--- src/rtl/lsh_defines.svh ---
// Offsets, field positions, reset values and timing counts of the LIN sync block.
// Assumes an APB slave with 32-bit data and a 10 MHz system clock.
`ifndef LSH_DEFINES_SVH
`define LSH_DEFINES_SVH

// ==========================================================
// Register byte offsets
`define LSH_OFS_CTRL      8'h00
`define LSH_OFS_EDGE      8'h04
`define LSH_OFS_SYNC_TMR  8'h08
`define LSH_OFS_BRK_TMR   8'h0C
`define LSH_OFS_FLAGS     8'h10
`define LSH_OFS_DIV_LO    8'h14
`define LSH_OFS_DIV_HI    8'h18
`define LSH_OFS_DIV_FRAC  8'h1C
`define LSH_OFS_P2_DATA   8'h20
`define LSH_OFS_P2_CFG    8'h24
`define LSH_OFS_P1_CFG    8'h28
`define LSH_OFS_HV_FLAGS  8'h2C
`define LSH_OFS_HV_CFG1   8'h30
`define LSH_OFS_IRQ_EN    8'h34

// ==========================================================
// Field positions
`define LSH_CTRL_SWRST    0
`define LSH_CTRL_ENABLE   2
`define LSH_CTRL_RXGATE   8
`define LSH_FLG_BREAK     0
`define LSH_FLG_START     1
`define LSH_FLG_STOP      2
`define LSH_FLG_BRKERR    4
`define LSH_P2_READBACK   4
`define LSH_P2_DRIVE      5
`define LSH_P2CFG_GPIO    20
`define LSH_P1CFG_ALT     0
`define LSH_HV_SHORT      2
`define LSH_HV_THERMAL    3
`define LSH_HVC_PROT_DIS  2
`define LSH_HVC_DRV_EN    3
`define LSH_IRQ_EN_BIT    7

// ==========================================================
// Reset values and interrupt source mask
`define LSH_RST_EDGE      8'h32
`define LSH_RST_BRK_CMP   12'h047
`define LSH_IRQ_SRC_MASK  8'h17

// ==========================================================
// Timing
`define LSH_SYS_HZ        10000000
`define LSH_SYNC_HZ       5000000
`define LSH_BRK_HZ        131000
`define LSH_SWRST_NS      15000
`define LSH_SYS_PERIOD_NS 100
`define LSH_SYNC_DIV      (`LSH_SYS_HZ / `LSH_SYNC_HZ)
`define LSH_BRK_DIV       (`LSH_SYS_HZ / `LSH_BRK_HZ)
`define LSH_SWRST_CYC     ((`LSH_SWRST_NS + `LSH_SYS_PERIOD_NS - 1) / `LSH_SYS_PERIOD_NS)

`endif

--- src/rtl/lsh_pkg.sv ---
// Types shared by the LIN sync block.
// Assumes the constants header is included alongside.
package lsh_pkg;

	// ==========================================================
	// Header tracking states
	typedef enum logic [1:0] {
		LSH_IDLE,
		LSH_BREAK,
		LSH_SYNC,
		LSH_DONE
	} lsh_state_type;

	// ==========================================================
	// Baud setting handed to the UART
	typedef struct packed {
		logic [15:0] frac;
		logic [7:0]  high;
		logic [7:0]  low;
	} lsh_baud_type;

endpackage : lsh_pkg

--- src/rtl/lsh_top.sv ---
// LIN slave header synchroniser: break detect, sync timing, UART gating, pin diagnostics.
// Assumes an APB master on clk_sys, inputs synchronous to clk_sys, UART outside.
//
// Function
// - A low of at least the compare length starts a new frame.
// - Break detection runs always, also while receiving data bytes.
// - A bus stuck low is flagged as a fault.
// - Sync timed from first to fifth sync falling edge; software divides by 8.
// - Protected identifier is 6-bit id plus parity, passed to UART.
// - UART lines open only after valid break, sync and divisor setup; routed to the alternative pins, both lines pass ungated.
// - Low, high and 16-bit fractional divisors are held for the UART.
// - Break timer starts on falling edge; compare hit raises break flag.
// - Sync timer starts on start edge; edges compared with stop count.
// - At stop edge the sync timer stops and stop flag rises.
// - Live bus level readable in port 2 data bit 4.
// - GPIO select bit 20 lets software drive the bus pin.
// - Short circuit sets flag; driver re-enable clears; protection can be disabled.
// - Thermal flag never disturbs bus traffic.
// - Bit-serial frames are 19 bits at about 1200 bps; this block has no bit-serial interface.
// - Bit-serial symbols coded by low-pulse width fraction; this block decodes no bit-serial symbols.
// - Break, start, stop and break-error flags share one enabled interrupt.
// - UART lines can be routed to alternative pins.
// - Sync timer ticks at 5 MHz, independent of baud rate.
// - Break timer ticks at 131 kHz; falling edge or read clears it.
// - Break timer overflow while low raises break error.
// - Start edge count resets to 2, stop to 3; break edge is first.
//
// Decided for this implementation: the APB register port and the address map.
`timescale 1ns/10ps
`include "lsh_defines.svh"

module lsh_top
	import lsh_pkg::*;
#(
	parameter int BRK_DIV   = `LSH_BRK_DIV,
	parameter int SYNC_DIV  = `LSH_SYNC_DIV,
	parameter int SWRST_CYC = `LSH_SWRST_CYC
) (
	input  wire logic         clk_sys,
	input  wire logic         rst,
	input  wire logic         psel,
	input  wire logic         penable,
	input  wire logic         pwrite,
	input  wire logic [7:0]   paddr,
	input  wire logic [31:0]  pwdata,
	output logic [31:0]       prdata,
	output logic              pready,
	output logic              pslverr,
	input  wire logic         lin_rx,
	output logic              lin_tx,
	input  wire logic         short_detect,
	input  wire logic         thermal_event,
	input  wire logic         uart_txd,
	output logic              uart_rxd,
	output logic              uart_ready,
	output lsh_baud_type      uart_baud,
	input  wire logic         alt_rxd,
	output logic              alt_txd,
	output logic              lsh_irq
);

	// ==========================================================
	// Elaboration checks
	if (BRK_DIV < 1 || SYNC_DIV < 1 || SWRST_CYC < 1 || SWRST_CYC > 255) begin : g_chk
		$error("lsh_top: divider or reset count out of range");
	end

	// ==========================================================
	// Register address decode
	function automatic logic is_reg(input logic [7:0] a, input logic [7:0] ofs);
		is_reg = (a == ofs);
	endfunction : is_reg

	function automatic logic mapped(input logic [7:0] a);
		mapped = (a[1:0] == 2'h0) && (a <= `LSH_OFS_IRQ_EN);
	endfunction : mapped

	logic               acc;
	logic               wr;
	logic               rd;
	logic               setup;
	assign acc   = psel & penable;
	assign wr    = acc & pwrite & mapped(paddr);
	assign rd    = acc & ~pwrite & mapped(paddr);
	assign setup = psel & ~penable;
	assign pready  = 1'b1;
	assign pslverr = acc & ~mapped(paddr);

	logic wr_ctrl, wr_edge, wr_brk, wr_flags, wr_lo, wr_hi, wr_frac;
	logic wr_p2d, wr_p2c, wr_p1c, wr_hvc, wr_irq, rd_brk;
	assign wr_ctrl  = wr & is_reg(paddr, `LSH_OFS_CTRL);
	assign wr_edge  = wr & is_reg(paddr, `LSH_OFS_EDGE);
	assign wr_brk   = wr & is_reg(paddr, `LSH_OFS_BRK_TMR);
	assign wr_flags = wr & is_reg(paddr, `LSH_OFS_FLAGS);
	assign wr_lo    = wr & is_reg(paddr, `LSH_OFS_DIV_LO);
	assign wr_hi    = wr & is_reg(paddr, `LSH_OFS_DIV_HI);
	assign wr_frac  = wr & is_reg(paddr, `LSH_OFS_DIV_FRAC);
	assign wr_p2d   = wr & is_reg(paddr, `LSH_OFS_P2_DATA);
	assign wr_p2c   = wr & is_reg(paddr, `LSH_OFS_P2_CFG);
	assign wr_p1c   = wr & is_reg(paddr, `LSH_OFS_P1_CFG);
	assign wr_hvc   = wr & is_reg(paddr, `LSH_OFS_HV_CFG1);
	assign wr_irq   = wr & is_reg(paddr, `LSH_OFS_IRQ_EN);
	assign rd_brk   = rd & is_reg(paddr, `LSH_OFS_BRK_TMR);

	// ==========================================================
	// Software registers
	logic [8:0]   ctrl_q;
	logic [7:0]   edge_cfg_q;
	logic [11:0]  brk_cmp_q;
	lsh_baud_type baud_q;
	logic         p2_drive_q;
	logic         p2_gpio_q;
	logic         p1_alt_q;
	logic         prot_dis_q;
	logic         irq_en_q;
	logic [7:0]   swrst_cnt_q;
	logic         swrst;
	assign swrst = (swrst_cnt_q != 8'h00);

	// Plain control storage; the reset bit self-clears after its delay
	always_ff @(posedge clk_sys) begin
		if (rst) begin
			ctrl_q     <= 9'h000;
			irq_en_q   <= 1'b0;
			p2_drive_q <= 1'b1;
			p2_gpio_q  <= 1'b0;
			p1_alt_q   <= 1'b0;
			prot_dis_q <= 1'b0;
			baud_q     <= '0;
		end else begin
			if (wr_ctrl) ctrl_q <= {pwdata[8:1], 1'b0};
			if (wr_irq) irq_en_q <= pwdata[`LSH_IRQ_EN_BIT];
			if (wr_p2d) p2_drive_q <= pwdata[`LSH_P2_DRIVE];
			if (wr_p2c) p2_gpio_q <= pwdata[`LSH_P2CFG_GPIO];
			if (wr_p1c) p1_alt_q <= pwdata[`LSH_P1CFG_ALT];
			if (wr_hvc) prot_dis_q <= pwdata[`LSH_HVC_PROT_DIS];
			if (wr_lo) baud_q.low <= pwdata[7:0];
			if (wr_hi) baud_q.high <= pwdata[7:0];
			if (wr_frac) baud_q.frac <= pwdata[15:0];
		end
	end

	// Synchroniser logic reset pulse and edge setup
	always_ff @(posedge clk_sys) begin
		if (rst) begin
			swrst_cnt_q <= 8'h00;
			edge_cfg_q  <= `LSH_RST_EDGE;
			brk_cmp_q   <= `LSH_RST_BRK_CMP;
		end else if (wr_ctrl && pwdata[`LSH_CTRL_SWRST]) begin
			swrst_cnt_q <= SWRST_CYC[7:0];
			edge_cfg_q  <= `LSH_RST_EDGE;
			brk_cmp_q   <= `LSH_RST_BRK_CMP;
		end else begin
			if (swrst) swrst_cnt_q <= swrst_cnt_q - 8'h01;
			if (wr_edge && !swrst) edge_cfg_q <= pwdata[7:0];
			if (wr_brk && !swrst) brk_cmp_q <= pwdata[11:0];
		end
	end

	// ==========================================================
	// Bus edges and time bases
	logic       bus_q;
	logic       fall;
	logic       rise;
	logic [7:0] brk_div_q;
	logic [7:0] sync_div_q;
	logic       brk_tick;
	logic       sync_tick;
	assign fall      = bus_q & ~lin_rx;
	assign rise      = ~bus_q & lin_rx;
	assign brk_tick  = (brk_div_q == BRK_DIV[7:0] - 8'h01);
	assign sync_tick = (sync_div_q == SYNC_DIV[7:0] - 8'h01);

	always_ff @(posedge clk_sys) begin
		if (rst) begin
			bus_q      <= 1'b1;
			brk_div_q  <= 8'h00;
			sync_div_q <= 8'h00;
		end else begin
			bus_q      <= lin_rx;
			brk_div_q  <= brk_tick ? 8'h00 : brk_div_q + 8'h01;
			sync_div_q <= sync_tick ? 8'h00 : sync_div_q + 8'h01;
		end
	end

	// ==========================================================
	// Break timer, sync timer and header state
	lsh_state_type state_q;
	logic [11:0]   brk_tmr_q;
	logic [15:0]   sync_tmr_q;
	logic [3:0]    edge_cnt_q;
	logic [2:0]    div_set_q;
	logic [3:0]    edge_nxt;
	logic          enabled;
	logic          brk_hit;
	logic          brk_ovf;
	logic          hit_start;
	logic          hit_stop;
	assign enabled   = ctrl_q[`LSH_CTRL_ENABLE] & ~swrst;
	assign edge_nxt  = edge_cnt_q + 4'h1;
	assign brk_hit   = enabled & ~lin_rx & ~bus_q & brk_tick
		& (brk_tmr_q + 12'h001 == brk_cmp_q);
	assign brk_ovf   = enabled & ~lin_rx & ~bus_q & brk_tick & (brk_tmr_q == 12'hFFF);
	assign hit_start = fall & (edge_nxt == edge_cfg_q[3:0]);
	assign hit_stop  = fall & (edge_nxt == edge_cfg_q[7:4]);

	// Break timer counts while low, cleared by a falling edge or a read
	always_ff @(posedge clk_sys) begin
		if (rst || swrst) begin
			brk_tmr_q <= 12'h000;
		end else if (fall || rd_brk) begin
			brk_tmr_q <= 12'h000;
		end else if (!lin_rx && brk_tick && brk_tmr_q != 12'hFFF) begin
			brk_tmr_q <= brk_tmr_q + 12'h001;
		end
	end

	// Header sequence: break, start edge, stop edge, then hold
	always_ff @(posedge clk_sys) begin
		if (rst || swrst) begin
			state_q    <= LSH_IDLE;
			edge_cnt_q <= 4'h0;
			sync_tmr_q <= 16'h0000;
		end else if (brk_hit) begin
			state_q    <= LSH_BREAK;
			edge_cnt_q <= 4'h1;
			sync_tmr_q <= 16'h0000;
		end else begin
			case (state_q)
				LSH_BREAK: begin
					if (fall) edge_cnt_q <= edge_nxt;
					if (hit_start) state_q <= LSH_SYNC;
				end
				LSH_SYNC: begin
					if (fall) edge_cnt_q <= edge_nxt;
					if (hit_stop) begin
						state_q <= LSH_DONE;
					end else if (sync_tick && sync_tmr_q != 16'hFFFF) begin
						sync_tmr_q <= sync_tmr_q + 16'h0001;
					end
				end
				LSH_DONE: begin
					state_q <= LSH_DONE;
				end
				default: begin
					state_q <= LSH_IDLE;
				end
			endcase
		end
	end

	// Divisor writes after the header arm the UART path
	always_ff @(posedge clk_sys) begin
		if (rst || swrst || brk_hit || state_q != LSH_DONE) begin
			div_set_q <= 3'h0;
		end else begin
			div_set_q <= div_set_q | {wr_frac, wr_hi, wr_lo};
		end
	end

	// ==========================================================
	// Status flags, write one to clear, set wins
	logic [7:0] flags_q;
	logic [7:0] flag_set;
	logic [7:0] flag_clr;
	assign flag_set = {3'b000, brk_ovf, 1'b0,
		(state_q == LSH_SYNC) & hit_stop,
		(state_q == LSH_BREAK) & hit_start, brk_hit};
	assign flag_clr = wr_flags ? pwdata[7:0] : 8'h00;

	always_ff @(posedge clk_sys) begin
		if (rst || swrst) begin
			flags_q <= 8'h00;
		end else begin
			flags_q <= (flags_q & ~flag_clr) | flag_set;
		end
	end

	assign lsh_irq = irq_en_q & |(flags_q & `LSH_IRQ_SRC_MASK);

	// ==========================================================
	// High-voltage interface flags
	logic short_q;
	logic thermal_q;
	logic drv_ok;
	assign drv_ok = ~short_q;

	// Short flag blocks the driver until re-enabled; thermal is report only
	always_ff @(posedge clk_sys) begin
		if (rst) begin
			short_q   <= 1'b0;
			thermal_q <= 1'b0;
		end else begin
			if (short_detect && !prot_dis_q) short_q <= 1'b1;
			else if (wr_hvc && pwdata[`LSH_HVC_DRV_EN]) short_q <= 1'b0;
			if (thermal_event) thermal_q <= 1'b1;
			else if (wr_hvc && pwdata[`LSH_HVC_DRV_EN]) thermal_q <= 1'b0;
		end
	end

	// ==========================================================
	// UART and pin routing
	logic uart_gate;
	assign uart_ready = (state_q == LSH_DONE) & (div_set_q == 3'h7);
	assign uart_gate  = uart_ready & ctrl_q[`LSH_CTRL_RXGATE];
	assign uart_rxd   = p1_alt_q ? alt_rxd : (uart_gate ? lin_rx : 1'b1);
	assign alt_txd    = p1_alt_q ? uart_txd : 1'b1;
	assign uart_baud  = baud_q;

	// Bus drive: GPIO, else UART once allowed; released on short
	always_ff @(posedge clk_sys) begin
		if (rst) begin
			lin_tx <= 1'b1;
		end else if (!drv_ok) begin
			lin_tx <= 1'b1;
		end else if (p2_gpio_q) begin
			lin_tx <= p2_drive_q;
		end else begin
			lin_tx <= (uart_ready && !p1_alt_q) ? uart_txd : 1'b1;
		end
	end

	// ==========================================================
	// Read data, captured in the setup phase
	logic [31:0] rdata;
	always_comb begin
		rdata = 32'h0000_0000;
		case (paddr)
			`LSH_OFS_CTRL:     rdata = {23'h0, ctrl_q[8:1], swrst};
			`LSH_OFS_EDGE:     rdata = {24'h0, edge_cfg_q};
			`LSH_OFS_SYNC_TMR: rdata = {16'h0, sync_tmr_q};
			`LSH_OFS_BRK_TMR:  rdata = {20'h0, brk_tmr_q};
			`LSH_OFS_FLAGS:    rdata = {24'h0, flags_q};
			`LSH_OFS_DIV_LO:   rdata = {24'h0, baud_q.low};
			`LSH_OFS_DIV_HI:   rdata = {24'h0, baud_q.high};
			`LSH_OFS_DIV_FRAC: rdata = {16'h0, baud_q.frac};
			`LSH_OFS_P2_DATA:  rdata = {26'h0, p2_drive_q, lin_rx, 4'h0};
			`LSH_OFS_P2_CFG:   rdata = {11'h0, p2_gpio_q, 20'h0};
			`LSH_OFS_P1_CFG:   rdata = {31'h0, p1_alt_q};
			`LSH_OFS_HV_FLAGS: rdata = {28'h0, thermal_q, short_q, 2'h0};
			`LSH_OFS_HV_CFG1:  rdata = {29'h0, prot_dis_q, 2'h0};
			`LSH_OFS_IRQ_EN:   rdata = {24'h0, irq_en_q, 7'h0};
			default:           rdata = 32'h0000_0000;
		endcase
	end

	always_ff @(posedge clk_sys) begin
		if (rst) begin
			prdata <= 32'h0000_0000;
		end else if (setup) begin
			prdata <= rdata;
		end
	end
endmodule : lsh_top

--- config.mk ---
export PLATFORM = sky130hd
export DESIGN_NAME = lsh_top
export DESIGN_NICKNAME = d
export VERILOG_FILES = /design/src/rtl/lsh_pkg.sv /design/src/rtl/lsh_top.sv
export VERILOG_INCLUDE_DIRS = /design/src /design/src/rtl
export SDC_FILE = /design/constraint.sdc
export NUM_CORES = 1
export LEC_CHECK = 0
export ABC_CLOCK_PERIOD_IN_PS = 4400
export BUFFER_PORTS_ARGS = -buffer_cell sky130_fd_sc_hd__buf_4
export CAP_MARGIN = 25
export CORE_MARGIN = 3
export CORE_UTILIZATION = 60
export CTS_BUF_LIST = sky130_fd_sc_hd__clkbuf_4
export CTS_CLUSTER_DIAMETER = 100
export DETAILED_ROUTE_END_ITERATION = 8
export GPL_ROUTABILITY_DRIVEN = 0
export HOLD_SLACK_MARGIN = 0.15
export PLACE_DENSITY = 0.85
export SYNTH_ARGS = -nofsm -noshare
export SYNTH_HDL_FRONTEND = slang
export SYNTH_SLANG_ARGS = --single-unit
--- constraint.sdc ---
create_clock -name clk_sys -period 4.4 [get_ports clk_sys]
set_input_delay 0.44 -clock clk_sys [delete_from_list [all_inputs] [get_ports clk_sys]]
set_output_delay 0.44 -clock clk_sys [all_outputs]
set_load 0.02 [all_outputs]
Yosys cells after proc, flatten, opt, wreduce, memory -nomap -nowiden

Index checks and enable logic that the tools add are counted.

Register bits after elaboration: 170
Output and inout bits: 71

Add/subtract/negate cells: 6
$lt $le $gt $ge: 1
Equality and inequality tests: 30
Multiplexer cells: 19
Bitwise operators: 45
Reductions and logical operators: 39

Operators by type and width:

| cell                  | number |
|---|---|
| $pmux 21 s14          | 1 |
| $eq 8x6->1 const B    | 6 |
| $and 1x1->1           | 34 |
| $eq 8x5->1 const B    | 4 |
| $mux 8                | 3 |
| $add 16x1->16 const B | 1 |
| $add 8x1->8 const B   | 2 |
| $eq 8x4->1 const B    | 2 |
| $ne 16x16->1 const B  | 1 |
| $reduce_or 2->1       | 7 |
| $add 12x1->12 const B | 1 |
| $eq 12x12->1          | 1 |
| $eq 12x12->1 const B  | 1 |
| $mux 1                | 12 |
| $ne 12x12->1 const B  | 1 |
| $logic_and 1x1->1     | 10 |
| $reduce_bool 2->1     | 5 |
| $and 8x8->8           | 1 |
| $eq 4x4->1            | 2 |
| $eq 8x1->1 const B    | 1 |
| $eq 8x3->1 const B    | 1 |
| $eq 8x7->1 const B    | 1 |
| $le 8x6->1 const B    | 1 |
| $logic_not 8->1       | 1 |
| other kinds (20)      | 40 |

Longest topological paths before layout

Depth after elaboration: 9
Gate-level depth with buffers: 9
Mapped depth without buffers: 8

Worst setup path before layout

No wires, ideal clock.

Path type: register to register
Start point: register brk_tmr_q[0]
End point: register div_set_q[1]
Setup time: 0.118 ns
Data arrival time: 2.272 ns
Data required time: 4.282 ns
Slack: 2.010 ns
Stages on the path, launching flop included: 10
Buffers on the path: 2
Clock period less this slack: 2.390 ns
Cells stage by stage: dfxtp_1 > ha_1 > and3_1 > clkbuf_1 > nand4_1 > xnor2_1 > a2111o_1 > or3_1 > buf_2 > o2111a_1

Cells in the longest elaborated chain, start to end: 5

Ends and longest elaborated chain:

| element                        | line           | text |
|---|---|---|
| from (decl)                    | lsh_top.sv:189 | `logic [11:0] brk_tmr_q;` |
| from (signal assigned)         | lsh_top.sv:214 | `brk_tmr_q <= brk_tmr_q + 12'h001;` |
| $add 12x1->12                  | lsh_top.sv:202 | `& (brk_tmr_q + 12'h001 == brk_cmp_q);` |
| $eq 12x12->1                   | lsh_top.sv:202 |  |
| $and 1x1->1                    | lsh_top.sv:202 |  |
| $logic_or 1x1->1 (2 in series) | lsh_top.sv:254 | `if (rst \|\| swrst \|\| brk_hit \|\| state_q != LSH_DONE) begin` |
| to (signal assigned)           | lsh_top.sv:257 | `div_set_q <= div_set_q \| {wr_frac, wr_hi, wr_lo};` |
| to (decl)                      | lsh_top.sv:192 | `logic [2:0] div_set_q;` |

No other way between the ends.
A chain may end at the register's enable or synchronous reset.

Worst setup path in the final report

Start point: register swrst_cnt_q[0]
End point: register div_set_q[2]

Cells in the longest elaborated chain, start to end: 9

Ends and longest elaborated chain:

| element                            | line           | text |
|---|---|---|
| from (decl)                        | lsh_top.sv:116 | `logic [7:0] swrst_cnt_q;` |
| from (signal assigned)             | lsh_top.sv:150 | `swrst_cnt_q <= SWRST_CYC[7:0];` |
| from (signal assigned)             | lsh_top.sv:154 | `if (swrst) swrst_cnt_q <= swrst_cnt_q - 8'h01;` |
| $reduce_bool 8->1 (*)              | lsh_top.sv:118 | `assign swrst = (swrst_cnt_q != 8'h00);` |
| $not 1->1                          | lsh_top.sv:199 | `` assign enabled = ctrl_q[`LSH_CTRL_ENABLE] & ~swrst; `` |
| $and 1x1->1                        | lsh_top.sv:199 |  |
| $and 1x1->1 (3 in series)          | lsh_top.sv:201 | `assign brk_hit = enabled & ~lin_rx & ~bus_q & brk_tick` |
| $and 1x1->1                        | lsh_top.sv:202 |  |
| $logic_or 1x1->1 (*) (2 in series) | lsh_top.sv:254 |  |

Mark *: on every way between the ends. The rest lies on a longest branch, timed or not.

==> results.py <==
metrics = {
    "run_status": {
        "status": "complete, no violations",
    },
    "die": {
        "fp-row-count": 40,
        "die_w_um": 119,
        "die_area_um2": 14100,
        "die_h_um": 119,
        "ios": 121,
        "start_util_pct": 62.3,
        "core_area_um2": 12200,
    },
    "worst_setup_path": {
        "cp_slowest_stage_delay_ns": 0.51,
        "critical-path-top-delay-family": "simple AND/OR/NAND/NOR gates",
        "setup.worst_path.class": "flop to flop",
        "critPathLaunchType": "flop",
        "crit_path_cell_trace": "inv_1 -> ha_1 -> nor2b_1 -> nand3_2 -> or3_1 -> a2111o_1 -> or3_1 -> o2111a_1",
        "crit_path_end_kind": "flop",
        "cp_num_buf_inv": 1,
        "critPathMaxFanout": 14,
        "worstPathRequired_ns": 4.87,
        "cp.arrival_ns": 3.44,
        "cpMaxStageDelayCell": "or3_1",
        "critical_path.most_common_cell": "or3_1",
    },
    "synth": {
        "seq_area_frac_synth_pct": 40.8,
        "syn_avg_cell_area_um2": 8.36,
        "synth-seq-cells": 155,
        "yosysWarnings": 0,
        "synth-edff-count": 0,
        "netlist_area_um2": 7600,
        "syn_inst": 910,
        "synth_top_flop_cell": "dfxtp_1",
        "synth_area_leaders": "dfxtp_1 (41%), nor2_1 (6.1%), mux2i_1 (6.1%), nand2_1 (5.8%), xnor2_1 (4.4%)",
        "synth.largest_area_cell": "dfxtp_1",
        "synthArstFlopShare_pct": 0,
        "yosys.area.top_type_share_pct": 40.8,
        "ys_types": 66,
    },
    "clocking": {
        "cts_tree": "done",
        "post-cts-setup-buffer-count": 0,
        "root_buffer": "clkbuf_4",
        "cts-hold-fix-buffers": 17,
        "clkTransAtPathRegs_ns": 0.13,
        "clock-sinks": 155,
        "clk-insertion-delay-late_ns": 0.57,
        "htreeDepth": 4,
        "cts_buffers": 17,
        "clock_path_buffers": 2,
        "ctsResizeCount": 0,
    },
    "sta": {
        "fin_ws_ns": 1.43,
        "fmax_mhz": 337,
        "whs_ns": 0.176,
        "finalSetupTns_ns": 0,
        "finalHoldViolCount": 0,
        "period_needed_ns": 2.97,
        "slew_headroom_pct": 35.5,
        "slew_violations": 0,
        "skew_ns": 0.0130,
        "grt_setup_unrepaired": "false",
        "timing.final.crit_share_pct": 67.5,
        "worst_slew_pin_slew_ns": 0.965,
        "setup_viol": 0,
    },
    "detailed_routing": {
        "drtIter0Drc": 799,
        "drt-vias-per-instance": 5.98,
        "drtPass1Iterations": 6,
        "postRouteAntennaNets": 0,
        "wl_per_cell_um": 18.2,
        "wl_um": 21400,
        "vias": 7033,
        "drc": 0,
    },
    "finish": {
        "drive_above_1_share_pct": 14.9,
        "fin_nets": 1056,
        "area_growth_pct": 15.9,
        "final_cell_area_um2": 8810,
        "layout_common_cells": "dfxtp_1 (155), nor2_1 (124), nand2_1 (117)",
        "final_common_cell": "dfxtp_1",
    },
    "global_routing": {
        "antenna_found_initial": 1,
        "grt_pass1_wl_um": 34400,
        "grt_start_max_net_pins": 73,
        "grt_overflow_total": 0,
        "grt_pass1_vias": 6615,
        "grt_usage_pct": 30.3,
    },
    "placement": {
        "placed_cell_area_um2": 8300,
        "io_buffers": 89,
        "pre_cts_ws_ns": 1.50,
        "place_hpwl_um": 15400,
    },
    "power_and_ir_drop": {
        "p_total_uw": 2960,
        "power_density_nw_per_um2": 336,
        "ir_drop_mv": 0.339,
        "power_leakage_uw": 0.00323,
    },
    "worst_hold_path": {
        "min_path_type": "primary input to flop",
    },
    "flow_run": {
        "cap_violations": 0,
    },
}
## synthesized netlist by cell type (12+ instances only)
| cell | instances |
|---|---|
| dfxtp_1 | 155 |
| clkbuf_1 | 32 |
| inv_1 | 15 |
| nor2_1 | 124 |
| a22oi_1 | 20 |
| a21oi_1 | 60 |
| xnor2_1 | 38 |
| nor3_1 | 28 |
| o21ai_0 | 14 |
| nand4_1 | 17 |
| buf_2 | 13 |
| nand3_1 | 43 |
| buf_4 | 16 |
| xor2_1 | 31 |
| nand2_1 | 117 |
| ha_1 | 12 |
| mux2i_1 | 46 |
## stage by stage
stage	utilization, %	instances
floorplan	-	924
global placement	67.9	1125
detailed placement	68.0	1126
CTS	72.1	1175
global route	72.2	1176
finish	72.2	1176
## path summary, 6_finish.rpt
check                 startpoint  slack (ns)  cells past startpoint      endpoint
setup / recovery  swrst_cnt_q[0]        1.43                      8  div_set_q[2]
hold reg to reg       flags_q[5]        0.44                      2    flags_q[5]
hold / removal         pwdata[1]        0.18                      3  brk_cmp_q[1]
setup reg to reg  swrst_cnt_q[0]        1.43                      8  div_set_q[2]
## cell families (layout without fill, tap and decap cells)
kind of cell	count (synthesis)	count (layout)	synth area share, %
xor gates and xnor gates	70	70	8.24
muxes	49	49	6.94
AOI/OAI and AO/OA	139	139	12.0
buffers and inverters	79	162	4.90
and+or+nand+nor	404	404	25.0
other	2	17	0.0988
DFF	155	155	40.8
adders and majority gates	12	12	1.97
## final cells by class
cell class,count,area [µm²]
multi-input cells,690,4200
fillers,978,3400
inverters,15,56.3
repair buffers,115,903
well taps,168,210
diodes,1,2.50
clock inverters,13,198
clock buffers,19,143
flip-flops and latches,155,3100
## worst min-delay path, cell delays in order
cell and delay [ns]:
buf_4 0.15, nand2_1 0.06, nand3_1 0.07
## registers in the layout, indices dropped and copies added, names as in the netlist, 2 cells and up
signal	count
uart_baud	32
prdata	17
sync_tmr_q	16
brk_cmp_q	12
brk_tmr_q	12
brk_div_q	8
ctrl_q	8
edge_cfg_q	8
flags_q	8
swrst_cnt_q	8
sync_div_q	8
edge_cnt_q	4
div_set_q	3
state_q	2
## where the power goes
| part | leakage (µW) | switching (µW) | internal, µW | total, µW |
|---|---|---|---|---|
| clock | 0.000183 | 497 | 516 | 1010 |
| sequential | 0.00125 | 40.9 | 1450 | 1490 |
| combinational | 0.00179 | 299 | 162 | 461 |
## metal layers
metal	routed length (µm)	up-vias	track usage (%)
met1	8750	3289	38.7
met3	2070	63	7.89
met5	0	-	0
met4	656	0	11.9
met2	9960	367	49.1
li1	-	3314	-
(Power assumes the default switching activity.)
